**config.mk**
```make
export PLATFORM = sky130hd
export DESIGN_NAME = fpc_pipe_ctrl
export DESIGN_NICKNAME = d
export VERILOG_FILES = /design/src/pkg/fpc_pkg.sv /design/src/pkg/fpc_dec_if.sv /design/src/rtl/fpc_pipe_ctrl.sv /design/src/rtl/fpc_decoder.sv
export VERILOG_INCLUDE_DIRS = /design/src /design/src/pkg
export SDC_FILE = /design/constraint.sdc
export NUM_CORES = 1
export LEC_CHECK = 0
export BUFFER_PORTS_ARGS = -buffer_cell sky130_fd_sc_hd__buf_2
export CAP_MARGIN = 20
export CELL_PAD_IN_SITES_DETAIL_PLACEMENT = 0
export CELL_PAD_IN_SITES_GLOBAL_PLACEMENT = 1
export CORE_UTILIZATION = 45
export CTS_CLUSTER_SIZE = 16
export DETAILED_ROUTE_END_ITERATION = 8
export PLACE_DENSITY_LB_ADDON = 0.1
export RECOVER_POWER = 100
export SYNTH_ARGS = -nofsm -noshare
export SYNTH_HDL_FRONTEND = slang
export SYNTH_SLANG_ARGS = --single-unit
export TNS_END_PERCENT = 10
```
**constraint.sdc**
```tcl
create_clock -name clk -period 4.94 [get_ports clk]
set_clock_uncertainty 0.2 [all_clocks]
set_input_delay 0 -clock clk [delete_from_list [all_inputs] [get_ports clk]]
set_output_delay 0 -clock clk [all_outputs]
set_load 0.005 [all_outputs]
```
**src/pkg/fpc_map.svh**
```systemverilog
// offsets, positions, reset values and opcode patterns of the pipeline control block
`ifndef FPC_MAP_SVH
`define FPC_MAP_SVH
`define FPC_RESET_PC     32'h0000_0000
`define FPC_WIDE_STEP    32'h0000_0004
`define FPC_SHORT_STEP   32'h0000_0002
`define FPC_PC_STORE_OFS 32'h0000_000C
`define FPC_PC_IDX       4'hF
`define FPC_UNDEF_OP     3'h3
`define FPC_MULT_SIG     4'h9
`define FPC_SHORT_UNDEF  8'hDE
`endif

```
**src/pkg/fpc_pkg.sv**
```systemverilog
// types shared by the pipeline control block and its decoder
package fpc_pkg;
  typedef logic [31:0] fpc_word_t;
  typedef logic [3:0]  fpc_ridx_t;

  typedef struct packed {
    logic       undef;
    logic       load;
    logic       store;
    logic       wb;
    logic       up;
    logic       pre;
    logic       uses_rn;
    logic       uses_rm;
    logic       uses_rd;
    fpc_ridx_t  rn;
    fpc_ridx_t  rd;
    fpc_ridx_t  rm;
    logic [11:0] off;
  } fpc_dec_s;

  typedef struct packed {
    logic      v;
    logic      cset;
    logic      acc;
    logic      wr;
    fpc_word_t pc;
    fpc_word_t base;
    fpc_word_t nbase;
    fpc_word_t addr;
    fpc_word_t sdata;
    fpc_dec_s  d;
  } fpc_stage_s;
endpackage

```
**src/pkg/fpc_dec_if.sv**
```systemverilog
// carrier between the pipeline control and the instruction decoder
`timescale 1ns/1ps
interface fpc_dec_if;
  fpc_pkg::fpc_word_t word;
  logic               cset;
  fpc_pkg::fpc_dec_s  dec;
  modport decoder (input word, input cset, output dec);
  modport user    (output word, output cset, input dec);
endinterface

```
**src/rtl/fpc_pipe_ctrl.sv**
```systemverilog
// five-stage interlocked pipeline control with data bus mode and id capture
// Notes on behaviour
// - instructions flow in order through fetch, decode, execute, memory, write-back
// - hazards are found in hardware; timing changes only run time, never results
// - use of the preceding load's destination costs exactly one stall cycle
// - on a data abort the base register gets back its pre-instruction value
// - a direct store of the program counter writes its own address plus 12
// - wide opcodes with bits 27..25 equal 011 and bit 4 set are undefined
// - unassigned opcodes in the four extension spaces are undefined
// - an input picks one two-way data bus or separate write and read buses
// - identification returns the value present on the identification input
// - wide and compressed instruction sets both run, chosen by processor state
`timescale 1ns/1ps
`include "fpc_map.svh"
module fpc_pipe_ctrl (
  input  logic              clk,
  input  logic              rst_n,
  input  logic              instr_valid,
  input  fpc_pkg::fpc_word_t instr_word,
  input  logic              compressed_state,
  input  fpc_pkg::fpc_word_t rn_value,
  input  fpc_pkg::fpc_word_t rd_value,
  input  logic              data_abort,
  input  logic              unidirectional_bus_select,
  input  fpc_pkg::fpc_word_t data_read_bus,
  input  fpc_pkg::fpc_word_t bidir_data_in,
  input  fpc_pkg::fpc_word_t identification_code_input,
  input  logic              id_req,
  output fpc_pkg::fpc_word_t fetch_addr,
  output logic              fetch_hold,
  output fpc_pkg::fpc_ridx_t rf_rn_idx,
  output fpc_pkg::fpc_ridx_t rf_rd_idx,
  output logic              data_req,
  output logic              data_write,
  output fpc_pkg::fpc_word_t data_addr,
  output fpc_pkg::fpc_word_t data_write_bus,
  output fpc_pkg::fpc_word_t bidir_data_out,
  output logic              bidir_data_oe_n,
  output logic              base_wr_en,
  output fpc_pkg::fpc_ridx_t base_wr_idx,
  output fpc_pkg::fpc_word_t base_wr_val,
  output logic              ld_en,
  output fpc_pkg::fpc_ridx_t ld_idx,
  output fpc_pkg::fpc_word_t ld_val,
  output logic              undef_exc,
  output logic              abort_taken,
  output fpc_pkg::fpc_word_t id_value
);
  import fpc_pkg::*;

  // ==========================================================
  // hazard check
  function automatic logic load_use(input fpc_stage_s e, input fpc_stage_s d);
    load_use = e.v && e.d.load && d.v &&
               ((d.d.uses_rn && d.d.rn == e.d.rd) ||
                (d.d.uses_rm && d.d.rm == e.d.rd) ||
                (d.d.uses_rd && d.d.rd == e.d.rd));
  endfunction

  // ==========================================================
  // pin synchronisers, three stages, second and third must agree
  logic      uni_s1_reg, uni_s2_reg, uni_s3_reg, uni_reg;
  fpc_word_t id_s1_reg, id_s2_reg, id_s3_reg, id_reg;

  always_ff @(posedge clk or negedge rst_n) begin
    if (!rst_n) begin
      uni_s1_reg <= 1'b0;
      uni_s2_reg <= 1'b0;
      uni_s3_reg <= 1'b0;
      uni_reg    <= 1'b0;
      id_s1_reg  <= '0;
      id_s2_reg  <= '0;
      id_s3_reg  <= '0;
      id_reg     <= '0;
    end else begin
      uni_s1_reg <= unidirectional_bus_select;
      uni_s2_reg <= uni_s1_reg;
      uni_s3_reg <= uni_s2_reg;
      // a level still settling is not yet taken
      if (uni_s2_reg == uni_s3_reg) begin
        uni_reg <= uni_s3_reg;
      end
      id_s1_reg <= identification_code_input;
      id_s2_reg <= id_s1_reg;
      id_s3_reg <= id_s2_reg;
      if (id_s2_reg == id_s3_reg) begin
        id_reg <= id_s3_reg;
      end
    end
  end

  // ==========================================================
  // pipeline next state
  fpc_dec_if dif ();
  fpc_decoder u_dec (.dif(dif));

  fpc_word_t  pc_reg, pc_next;
  fpc_stage_s d_reg, d_next, e_reg, e_next, m_reg, m_next;
  logic       hold_reg, hold_next, oe_n_reg, oe_n_next;
  logic       bwe_reg, bwe_next, lde_reg, lde_next;
  fpc_ridx_t  bwi_reg, bwi_next, ldi_reg, ldi_next;
  fpc_word_t  bwv_reg, bwv_next, ldv_reg, ldv_next;
  logic       und_reg, und_next, abt_reg, abt_next;
  fpc_word_t  idv_reg, idv_next;
  logic       stall, undef_now, abort_now, flush, take;

  always_comb begin
    fpc_word_t off;
    off = '0;
    dif.word = instr_word;
    dif.cset = compressed_state;
    stall = load_use(e_reg, d_reg);
    undef_now = e_reg.v & e_reg.d.undef;
    abort_now = m_reg.acc & data_abort;
    // younger work is dropped behind an exception
    flush = undef_now | abort_now;
    take = instr_valid & ~stall & ~flush;
    pc_next = pc_reg;
    if (take) begin
      pc_next = pc_reg + (compressed_state ? `FPC_SHORT_STEP : `FPC_WIDE_STEP);
    end
    // fetch to decode
    d_next = d_reg;
    if (!stall) begin
      d_next = '0;
      if (take) begin
        d_next.v = 1'b1;
        d_next.cset = compressed_state;
        d_next.pc = pc_reg;
        d_next.d = dif.dec;
      end
    end
    if (flush) begin
      d_next.v = 1'b0;
    end
    // decode to execute, a bubble while stalled
    e_next = '0;
    if (!stall && !flush) begin
      e_next = d_reg;
      e_next.base = rn_value;
      e_next.sdata = rd_value;
    end
    // execute to memory
    off = {20'h00000, e_reg.d.off};
    m_next = e_reg;
    m_next.v = e_reg.v & ~flush;
    m_next.nbase = e_reg.d.up ? e_reg.base + off : e_reg.base - off;
    m_next.addr = e_reg.d.pre ? m_next.nbase : e_reg.base;
    if (e_reg.d.store && e_reg.d.rd == `FPC_PC_IDX && !e_reg.cset) begin
      m_next.sdata = e_reg.pc + `FPC_PC_STORE_OFS;
    end
    m_next.acc = m_next.v & (e_reg.d.load | e_reg.d.store);
    m_next.wr = m_next.v & e_reg.d.store;
    // the two-way bus is only driven for a write in that mode
    oe_n_next = ~(m_next.wr & ~uni_reg);
    // memory to write-back
    bwe_next = m_reg.acc & m_reg.d.wb;
    bwi_next = m_reg.d.rn;
    bwv_next = abort_now ? m_reg.base : m_reg.nbase;
    lde_next = m_reg.acc & m_reg.d.load & ~abort_now;
    ldi_next = m_reg.d.rd;
    ldv_next = uni_reg ? data_read_bus : bidir_data_in;
    und_next = undef_now;
    abt_next = abort_now;
    hold_next = load_use(e_next, d_next);
    idv_next = id_req ? id_reg : idv_reg;
  end

  always_ff @(posedge clk or negedge rst_n) begin
    if (!rst_n) begin
      pc_reg   <= `FPC_RESET_PC;
      d_reg    <= '0;
      e_reg    <= '0;
      m_reg    <= '0;
      hold_reg <= 1'b0;
      oe_n_reg <= 1'b1;
      bwe_reg  <= 1'b0;
      bwi_reg  <= '0;
      bwv_reg  <= '0;
      lde_reg  <= 1'b0;
      ldi_reg  <= '0;
      ldv_reg  <= '0;
      und_reg  <= 1'b0;
      abt_reg  <= 1'b0;
      idv_reg  <= '0;
    end else begin
      pc_reg   <= pc_next;
      d_reg    <= d_next;
      e_reg    <= e_next;
      m_reg    <= m_next;
      hold_reg <= hold_next;
      oe_n_reg <= oe_n_next;
      bwe_reg  <= bwe_next;
      bwi_reg  <= bwi_next;
      bwv_reg  <= bwv_next;
      lde_reg  <= lde_next;
      ldi_reg  <= ldi_next;
      ldv_reg  <= ldv_next;
      und_reg  <= und_next;
      abt_reg  <= abt_next;
      idv_reg  <= idv_next;
    end
  end

  assign fetch_addr      = pc_reg;
  assign fetch_hold      = hold_reg;
  assign rf_rn_idx       = d_reg.d.rn;
  assign rf_rd_idx       = d_reg.d.rd;
  assign data_req        = m_reg.acc;
  assign data_write      = m_reg.wr;
  assign data_addr       = m_reg.addr;
  assign data_write_bus  = m_reg.sdata;
  assign bidir_data_out  = m_reg.sdata;
  assign bidir_data_oe_n = oe_n_reg;
  assign base_wr_en      = bwe_reg;
  assign base_wr_idx     = bwi_reg;
  assign base_wr_val     = bwv_reg;
  assign ld_en           = lde_reg;
  assign ld_idx          = ldi_reg;
  assign ld_val          = ldv_reg;
  assign undef_exc       = und_reg;
  assign abort_taken     = abt_reg;
  assign id_value        = idv_reg;

  // ==========================================================
  // checks
  a_stage_order: assert property (@(posedge clk) disable iff (!rst_n)
    e_reg.v && !flush |=> m_reg.v && m_reg.pc == $past(e_reg.pc))
    else $error("execute did not advance into memory stage");
  a_stall_flag: assert property (@(posedge clk) disable iff (!rst_n)
    fetch_hold == stall)
    else $error("hold output disagrees with hazard");
  a_one_stall: assert property (@(posedge clk) disable iff (!rst_n)
    stall && !flush |=> !stall)
    else $error("load-use stall lasted more than one cycle");
  a_stall_bubble: assert property (@(posedge clk) disable iff (!rst_n)
    stall && !flush |=> !e_reg.v && d_reg == $past(d_reg))
    else $error("stall lost or duplicated an instruction");
  a_base_restore: assert property (@(posedge clk) disable iff (!rst_n)
    abort_now && m_reg.d.wb |=> base_wr_en && base_wr_val == $past(m_reg.base)
      && !ld_en && abort_taken)
    else $error("aborted access did not restore base");
  a_pc_store: assert property (@(posedge clk) disable iff (!rst_n)
    e_reg.v && !flush && e_reg.d.store && !e_reg.cset && e_reg.d.rd == `FPC_PC_IDX
      |=> data_write && data_write_bus == $past(e_reg.pc) + `FPC_PC_STORE_OFS)
    else $error("stored program counter is not address plus 12");
  a_undef_space: assert property (@(posedge clk) disable iff (!rst_n)
    !compressed_state && instr_word[27:25] == `FPC_UNDEF_OP && instr_word[4]
      |-> dif.dec.undef)
    else $error("undefined space not decoded as undefined");
  a_ext_space: assert property (@(posedge clk) disable iff (!rst_n)
    !compressed_state && instr_word[27:24] == 4'h0 && instr_word[7:4] == `FPC_MULT_SIG
      && instr_word[23:22] == 2'h1 |-> dif.dec.undef)
    else $error("unassigned arithmetic extension not undefined");
  a_undef_raise: assert property (@(posedge clk) disable iff (!rst_n)
    undef_now |=> undef_exc && !m_reg.v)
    else $error("undefined opcode did not raise exception");
  a_bus_drive: assert property (@(posedge clk) disable iff (!rst_n)
    !bidir_data_oe_n |-> data_write && !$past(uni_reg))
    else $error("two-way bus driven outside a write");
  a_read_mux: assert property (@(posedge clk) disable iff (!rst_n)
    m_reg.acc && m_reg.d.load && !abort_now |=> ld_en &&
      ld_val == ($past(uni_reg) ? $past(data_read_bus) : $past(bidir_data_in)))
    else $error("load data taken from wrong bus");
  a_id_value: assert property (@(posedge clk) disable iff (!rst_n)
    id_req |=> id_value == $past(id_reg))
    else $error("identification value not captured");
  a_fetch_step: assert property (@(posedge clk) disable iff (!rst_n)
    take |=> fetch_addr == $past(pc_reg)
      + ($past(compressed_state) ? `FPC_SHORT_STEP : `FPC_WIDE_STEP))
    else $error("fetch address step wrong for processor state");
endmodule

```
**src/rtl/fpc_decoder.sv**
```systemverilog
// instruction decoder for both instruction sets, with undefined spaces
`timescale 1ns/1ps
`include "fpc_map.svh"
module fpc_decoder (
  fpc_dec_if.decoder dif
);
  import fpc_pkg::*;

  always_comb begin
    fpc_word_t w;
    logic      ctrl_ok;
    w = dif.word;
    ctrl_ok = 1'b0;
    dif.dec = '0;
    if (!dif.cset) begin
      // ======================================================
      // wide set
      dif.dec.rn = w[19:16];
      dif.dec.rd = w[15:12];
      dif.dec.rm = w[3:0];
      dif.dec.up = w[23];
      dif.dec.pre = w[24];
      if (w[27:25] == `FPC_UNDEF_OP && w[4]) begin
        dif.dec.undef = 1'b1;
      end else if (w[27:26] == 2'h1) begin
        dif.dec.load = w[20];
        dif.dec.store = ~w[20];
        dif.dec.uses_rn = 1'b1;
        dif.dec.uses_rm = w[25];
        dif.dec.uses_rd = ~w[20];
        dif.dec.wb = ~w[24] | w[21];
        dif.dec.off = w[25] ? 12'h000 : w[11:0];
      end else if (w[27:21] == 7'h60) begin
        dif.dec.undef = 1'b1;
      end else if (w[27:24] == 4'h0 && w[7:4] == `FPC_MULT_SIG) begin
        dif.dec.undef = (w[23:22] == 2'h1);
        dif.dec.uses_rn = 1'b1;
        dif.dec.uses_rm = 1'b1;
      end else if (w[27:24] == 4'h1 && w[7:4] == `FPC_MULT_SIG) begin
        // swap is the only assigned form here
        dif.dec.undef = ~(~w[23] && w[21:20] == 2'h0 && w[11:8] == 4'h0);
        dif.dec.uses_rn = 1'b1;
        dif.dec.uses_rm = 1'b1;
      end else if (w[27:25] == 3'h0 && w[7] && w[4]) begin
        // signed forms only exist as loads
        dif.dec.undef = w[6] & ~w[20];
        dif.dec.load = w[20];
        dif.dec.store = ~w[20];
        dif.dec.uses_rn = 1'b1;
        dif.dec.uses_rm = ~w[22];
        dif.dec.uses_rd = ~w[20];
        dif.dec.wb = ~w[24] | w[21];
        dif.dec.off = w[22] ? {4'h0, w[11:8], w[3:0]} : 12'h000;
      end else if (w[27:23] == 5'h02 && !w[20]) begin
        ctrl_ok = (!w[25] && w[7:4] == 4'h0)
                | (!w[25] && w[7:4] == 4'h1 && w[22:21] == 2'h1)
                | (w[25] && w[21]);
        dif.dec.undef = ~ctrl_ok;
        dif.dec.uses_rm = ~w[25];
      end else if (w[27:26] == 2'h0) begin
        dif.dec.uses_rn = 1'b1;
        dif.dec.uses_rm = ~w[25];
      end
    end else begin
      // ======================================================
      // compressed set, low half of the word
      dif.dec.rn = {1'b0, w[5:3]};
      dif.dec.rd = {1'b0, w[2:0]};
      dif.dec.rm = {1'b0, w[8:6]};
      dif.dec.up = 1'b1;
      dif.dec.pre = 1'b1;
      if (w[15:8] == `FPC_SHORT_UNDEF) begin
        dif.dec.undef = 1'b1;
      end else if (w[15:13] == 3'h3) begin
        dif.dec.load = w[11];
        dif.dec.store = ~w[11];
        dif.dec.uses_rn = 1'b1;
        dif.dec.uses_rd = ~w[11];
        dif.dec.off = w[12] ? {7'h00, w[10:6]} : {5'h00, w[10:6], 2'h0};
      end else if (w[15:11] == 5'h03) begin
        dif.dec.uses_rn = 1'b1;
        dif.dec.uses_rm = ~w[10];
      end else if (w[15:10] == 6'h10) begin
        dif.dec.rn = {1'b0, w[2:0]};
        dif.dec.rm = {1'b0, w[5:3]};
        dif.dec.uses_rn = 1'b1;
        dif.dec.uses_rm = 1'b1;
      end
    end
  end
endmodule

```
==> results of run 1 <==
## worst max-delay path: cells and delay by family, from the launching register on
kind,cells,cell delay [ps]
multiplexers,1,260
adder cells (fa/ha/maj),2,580
buffers and inverters,1,110
flip-flops,1,400
AO/OA/AOI/OAI,7,1710
AND/OR/NAND/NOR,5,1110
## power by group through the flow
stage | Clock, mW | Combinational (mW) | Sequential [mW]
finish | 4.97 | 1.57 | 5.61
floorplan | 0 | 0.858 | 5.61
global placement | 0 | 1.34 | 5.69
detailed placement | 0 | 1.35 | 5.70
CTS | 5.10 | 1.61 | 5.61
global route | 5.30 | 1.73 | 5.66
## cell families (layout without fill, tap and decap cells)
group                      after synthesis  count (layout)
muxes                                  180             180
AOI/OAI and AO/OA                      225             225
other                                    1               5
buffers and inverters                  203             972
and+or+nand+nor                        576             576
xor gates and xnor gates               144             144
DFF                                    602             602
adders and majority gates               39              39
## layer usage
layer	track usage, %	vias up	routed length [microns]
met5	0	-	8
met4	7.89	2	1820
met3	4.76	116	2780
met2	38.0	416	30900
met1	32.7	8473	29000
li1	-	8027	-
## layout make-up
class	count	area [sq um]	area share [%]
diodes	4	10.0	0.0310
clock buffers	91	1860	5.76
clock inverters	27	358	1.11
inverters	22	82.6	0.256
multi-input cells	1165	8150	25.3
flip-flops and latches	602	15100	46.7
well taps	688	861	2.67
repair buffers	832	5870	18.2
## cell usage after synthesis (all sizes together), types with 10 or more instances
library cell / number / area [sq um]
a31oi: 10 / 62.6
inv: 22 / 82.6
a21oi: 70 / 350
and3: 25 / 160
mux2i: 12 / 120
and2: 127 / 795
ha: 36 / 450
clkbuf: 58 / 239
nand2: 171 / 642
o21ai: 46 / 230
dfrtp: 601 / 15000
xor2: 43 / 377
nand4: 23 / 144
o31ai: 13 / 111
mux2: 168 / 1900
a21o: 25 / 188
xnor2: 101 / 885
nor3: 19 / 95.1
buf: 123 / 866
nand3: 71 / 355
nor2: 91 / 342
## cells in the final DEF (no fill, tap or decap), types with 8 or more instances in the layout
cell,synthesis,final
dfrtp_1,601,601
dlygate4sd3_1,0,372
buf_2,5,299
nand2_1,171,171
mux2_2,167,160
clkbuf_1,55,160
xnor2_1,101,101
nor2_1,91,90
nand3_1,71,71
a21oi_1,70,70
and2_0,0,68
clkbuf_16,0,67
and2_1,127,59
o21ai_0,46,46
xor2_1,43,43
ha_1,36,36
a21o_1,25,25
nand4_1,23,23
inv_1,22,22
and3_1,22,22
nor3_1,19,19
mux2i_1,12,12
o31ai_1,12,11
clkinv_2,0,11
a31oi_1,10,10
clkbuf_8,2,9
nor2b_1,8,8
a211oi_1,8,8
nand2b_1,8,8
## worst paths after layout
path / slack, ps / end / from
worst max-delay path: 370 / data_addr[30] / e_reg[2]
worst min register to register: 140 / id_s2_reg[12] / id_s1_reg[12]
worst min-delay path: 30 / ld_val[27] / bidir_data_in[27]
min in group asynchronous: 860 / bidir_data_oe_n / rst_n
worst max register to register: 370 / data_addr[30] / e_reg[2]
max in group asynchronous: 960 / id_s3_reg[5] / rst_n
## stage by stage
stage,hold slack [ps],power [mW]
floorplan,-496,6.47
global placement,-90.0,7.03
detailed placement,-90.6,7.05
CTS,1.58,12.3
global route,19.0,12.7
finish,32.6,12.2
## what timing repair did
action | in CTS | in global routing
hold buffers | 373 | 0
resized for setup | 0 | 3
endpoints found under the setup margin | 0 | 6
hold endpoints to repair | 401 | 0
==> impl_metrics.toml, run 1 <==
[run_status]
outcome = "finished with violations"
violations = "capacitance limit, slew limit"

[floorplan]
fp.coreArea_sq_mm = 0.0531
dieArea_sq_mm = 0.0551
ioPinCount = 447
fp.dieH_microns = 235
die_x_microns = 235
rows = 84
initial_utilization_pct = 45.9

[routing]
via_per_inst = 4.96
detail-route-antenna-nets = 0
avgRoutedWirePerCell_microns = 18.8
drt_first_pass_iters = 7
drc_errors = 0
drt_wl_total_microns = 64500
via_count = 17034
drt_iter0_markers = 819

[sta]
max_freq_mhz = 219
slew_headroom_pct = -80.5
fin_setup_tns_ps = 0
period_share_pct = 92.5
min_period_ps = 4570
worst_pin_slew_ps = 2710
grt_setup_unrepaired = "no"
finalSetupViolCount = 0
setup_ws_ps = 369
final_hold_viol_count = 0
slew_viol_final = 847

[cells_and_area]
final_cell_area_sq_mm = 0.0323
drive_gt1_share_pct = 21.7
largest_reg_flops = 123
nFillCells = 4314
nets = 2926
fin_cells = 3431
area_growth_pct = 32.3
fin_util_pct = 60.8

[placement]
gp_routability_congestion = 0.887
dp_hpwl_microns = 42100
dp_slack_ps = 403
place_area_sq_mm = 0.0266
io_buffers = 441
dp.cells = 2935

[cts]
clkLatencyLatePin_ps = 580
clkSinkCount = 602
postCtsSetupBuffers = 0
clk_pin_slew_ps = 60
tritoncts = "built"
cts_buffer_depth = 3
cts_buffers = 66
htree_levels = 3
clockRootBuffer = "clkbuf_16"

[setup_path]
path_cells = "nor2_1 -> nor4b_2 -> nor2b_1 -> nand3b_1 -> inv_1 -> ha_1 -> mux2_2 -> ha_1 -> a21o_1 -> a21o_1 -> a21oi_1 -> nand2_1 -> a41oi_1 -> o31ai_2 -> a31oi_1 -> o221ai_1"
start_kind = "flip-flop"
rr_worst_depth = 16
critPathSlowestCell = "a41oi_1"
worst-setup-path-type = "reg2reg"
cp.arrival_ps = 4740
worst_path_largest_cell_delay_ps = 520
crit_path_end_kind = "flip-flop"
cp.required_ps = 5110
critPathMaxFanout = 6

[power_and_ir_drop]
ir_drop_mv = 0.218
p_switching_mw = 2.99
power_frac_seq_pct = 46.2
p_int_mw = 9.17
clkPwrFrac_pct = 40.9
p_per_area_mw_per_mm2 = 377
leakage_nw = 15.1
swShare_pct = 24.6
p_comb_share_pct = 12.9

[synth]
syn_inst = 1970
syn_avg_cell_area_sq_um = 12.4
ys_warn_count = 0
ys_ff_latch = 602
synth_edf_count = 0
muxShareOfSynthArea_pct = 8.27
synthDistinctLibCells = 69
netlist_area_sq_mm = 0.0244
synth-adder-area-share_pct = 2.05
async_reset_ff_share_pct = 100
synth-compound-area-share_pct = 6.04
synth_ff_type = "dfrtp_1"
yosysSeqAreaShare_pct = 61.8
synth_xor_area_share_pct = 5.17
synth_top_family_by_area = "simple AND/OR/NAND/NOR gates"
synth-simple-area-share_pct = 11.8
syn_nets = 2207

[global_route]
grt_pass1_vias = 17974
grt_max_degree = 117
overflow = 0
grtUsageTotal_pct = 23.8
grt_pass1_wl_microns = 102000
grt_antenna_before_repair = 4

[worst_hold_path]
hold_path_class = "in2reg"
hold_depth = 3

[job]
drv_cap = 13
No activity file was read; power rests on OpenSTA's default activity.
==> run 2, diff against run 1 <==
--- a/config.mk
+++ b/config.mk
@@ -6,11 +6,13 @@
 export SDC_FILE = /design/constraint.sdc
 export NUM_CORES = 1
 export LEC_CHECK = 0
+export ABC_AREA = 1
 export BUFFER_PORTS_ARGS = -buffer_cell sky130_fd_sc_hd__buf_2
 export CAP_MARGIN = 20
 export CELL_PAD_IN_SITES_DETAIL_PLACEMENT = 0
 export CELL_PAD_IN_SITES_GLOBAL_PLACEMENT = 1
-export CORE_UTILIZATION = 45
+export CORE_MARGIN = 5
+export CORE_UTILIZATION = 43
 export CTS_CLUSTER_SIZE = 16
 export DETAILED_ROUTE_END_ITERATION = 8
 export PLACE_DENSITY_LB_ADDON = 0.1
==> impl_metrics.toml, run 2 <==
[run_status]
outcome = "finished with violations"
violations = "capacitance limit, slew limit"

[sta]
max_freq_mhz = 240
min_period_ps = 4160
slew_viol_final = 845
hold_ws_ps = 142
period_share_pct = 84.3
grt_setup_unrepaired = "no"
worst_pin_slew_ps = 3120
fin_setup_tns_ps = 0
setup_ws_ps = 778
slew_headroom_pct = -108
final_hold_viol_count = 0
finalSetupViolCount = 0

[synth]
ys_top_cells_by_count = "nand2_1 (636), dfrtp_1 (601), inv_1 (275)"
yosys-top-cells-area = "dfrtp_1 (60%), nand2_1 (9.5%), inv_1 (4.1%)"
synth_most_common_cell = "nand2_1"
yosys.area.top_type_share_pct = 59.7
ys_ff_latch = 602
synthDistinctLibCells = 57
syn_inst = 2573
netlist_area_sq_mm = 0.0252
ys_warn_count = 0
async_reset_ff_share_pct = 100
synth_edf_count = 0
yosysTopAreaCell = "dfrtp_1"
syn_nets = 2810
syn_avg_cell_area_sq_um = 9.78
yosysSeqAreaShare_pct = 59.8
synth_ff_type = "dfrtp_1"

[floorplan]
dieArea_sq_mm = 0.0635
rows = 88
fp.coreArea_sq_mm = 0.0578
die_x_microns = 252
initial_utilization_pct = 43.5
ioPinCount = 447
fp.dieH_microns = 252

[power_and_ir_drop]
ir_drop_mv = 0.267
leakage_nw = 16.5
power.total_mw = 13.0
p_per_area_mw_per_mm2 = 392

[global_route]
overflow = 0
grt_max_degree = 154
grt_antenna_before_repair = 3
grtUsageTotal_pct = 22.5
grt_pass1_wl_microns = 114000
grt_pass1_vias = 20504

[setup_path]
crit_start = "rf_rd_idx[1]"
critPathMaxFanout = 44
cp.required_ps = 5230
critPathTopFamily = "buffers and inverters"
r2r-end = "d_reg[3]"
crit_buf_inv = 4
crit_path_end_kind = "flip-flop"
rr_worst_depth = 14
critPathSlowestCell = "dlygate4sd3_1"
start_kind = "flip-flop"
r2r_slack_ps = 780
path_cells = "inv_1 -> nand2_1 -> nand2_1 -> nor2_1 -> nand3_1 -> nand3_1 -> nand2_1 -> nand3_1 -> buf_4 -> nor2_1 -> nand3_1 -> dlygate4sd3_1 -> o221ai_1 -> dlygate4sd3_1"
r2r-start = "rf_rd_idx[1]"
cp.arrival_ps = 4450
worst_path_largest_cell_delay_ps = 570
worst-setup-path-type = "reg2reg"
cpMostUsedCell = "nand3_1"

[placement]
dp_hpwl_microns = 49100
place_area_sq_mm = 0.0274
io_buffers = 441
dp.cells = 3616
dp_slack_ps = 1200
gp_routability_congestion = 0.870

[cells_and_area]
fin_cells = 4135
layout_common_cells = "nand2_1 (639), dfrtp_1 (601), dlygate4sd3_1 (395)"
seq_area_sq_mm = 0.0151
largest_reg_flops = 123
multi_input_area_sq_mm = 0.00787
drive_gt1_share_pct = 13.9
fin_util_pct = 57.6
final_common_cell = "nand2_1"
area_growth_pct = 32.2
nFillCells = 5160
final_cell_area_sq_mm = 0.0333
nets = 3554

[cts]
cts_buffers = 66
clkSinkCount = 602
tritoncts = "built"
cts_buffer_depth = 3
postCtsResizedCells = 0
clkLatencyLatePin_ps = 600
clockRootBuffer = "clkbuf_16"
htree_levels = 3
clk_pin_slew_ps = 60

[job]
drv_cap = 14

[worst_hold_path]
hold_path_startpoint = "instr_word[26]"
min_to = "d_reg[25]"
hold_path_class = "in2reg"
hold_depth = 7

[routing]
drc_errors = 0
drt_wl_total_microns = 73000
avgRoutedWirePerCell_microns = 17.6
wl_met1_microns = 33000
via_count = 19798
met2WireLength_microns = 34300
drt_iter0_markers = 1244
highest_layer = "met4"
via_per_inst = 4.79
met3WireLength_microns = 3770
drt_first_pass_iters = 7
detail-route-antenna-nets = 0
==> run 2: changes by cell type after synthesis, moves of 21 or more <==
cell     delta
xnor2_1    -67
a21oi_1    -25
xor2_1     +33
inv_1     +253
and3_1     -21
o21ai_0    +34
o22ai_1    +31
and2_1    -126
nand2_1   +465
nor2_1    +136
mux2_2    -116
==> run 2: kinds of logic after synthesis <==
kind of cell	count (synthesis)	share of synthesized area [%]
flip-flops	602	59.8
AND/OR/NAND/NOR	1069	17.8
adder cells (fa/ha/maj)	39	1.99
other	1	0.0149
buffers and inverters	467	8.66
multiplexers	52	2.32
XOR/XNOR	110	3.83
AO/OA/AOI/OAI	233	5.50
==> run 2: report_power, final <==
group,leakage (nW),switching [mW],internal [mW]
logic,7.94,1.27,0.897
registers,7.47,0.308,5.51
clock network,1.10,2.06,3.00
total,16.5,3.64,9.41
==> run 2: worst max path at each step <==
stage	slack (ps)	to	depth (start not counted)
CTS	1120	d_reg[3]	14
detailed placement	1200	data_addr[19]	20
global route	390	fetch_addr[8]	4
finish	780	d_reg[3]	14
floorplan	1620	data_addr[26]	22
global placement	1230	data_addr[26]	24
==> run 2: tightest hold or removal path: stages <==
cell	delay [ps]
buf_2	110
inv_1	90
nor2_1	90
nand3_1	130
nand2_1	70
a21o_1	170
o21ai_0	240
==> run 2: what timing repair did <==
action                    CTS  global route
hold endpoints to repair  566             0
buffers inserted            0             0
hold buffers              396             0
==> run 2: layer usage <==
metal	global-route usage [%]	vias up
met5	0	-
met4	6.33	0
met3	4.26	144
met2	35.9	501
met1	32.0	9605
li1	-	9548
==> run 2: layout make-up <==
cell class	instances	share of cell area (%)
Inverter	288	3.25
Multi-Input combinational cell	1504	23.6
Antenna cell	2	0.0150
Clock inverter	27	1.13
Clock buffer	92	5.62
Sequential cell	602	45.3
Timing Repair Buffer	855	18.2
Tap cell	765	2.88
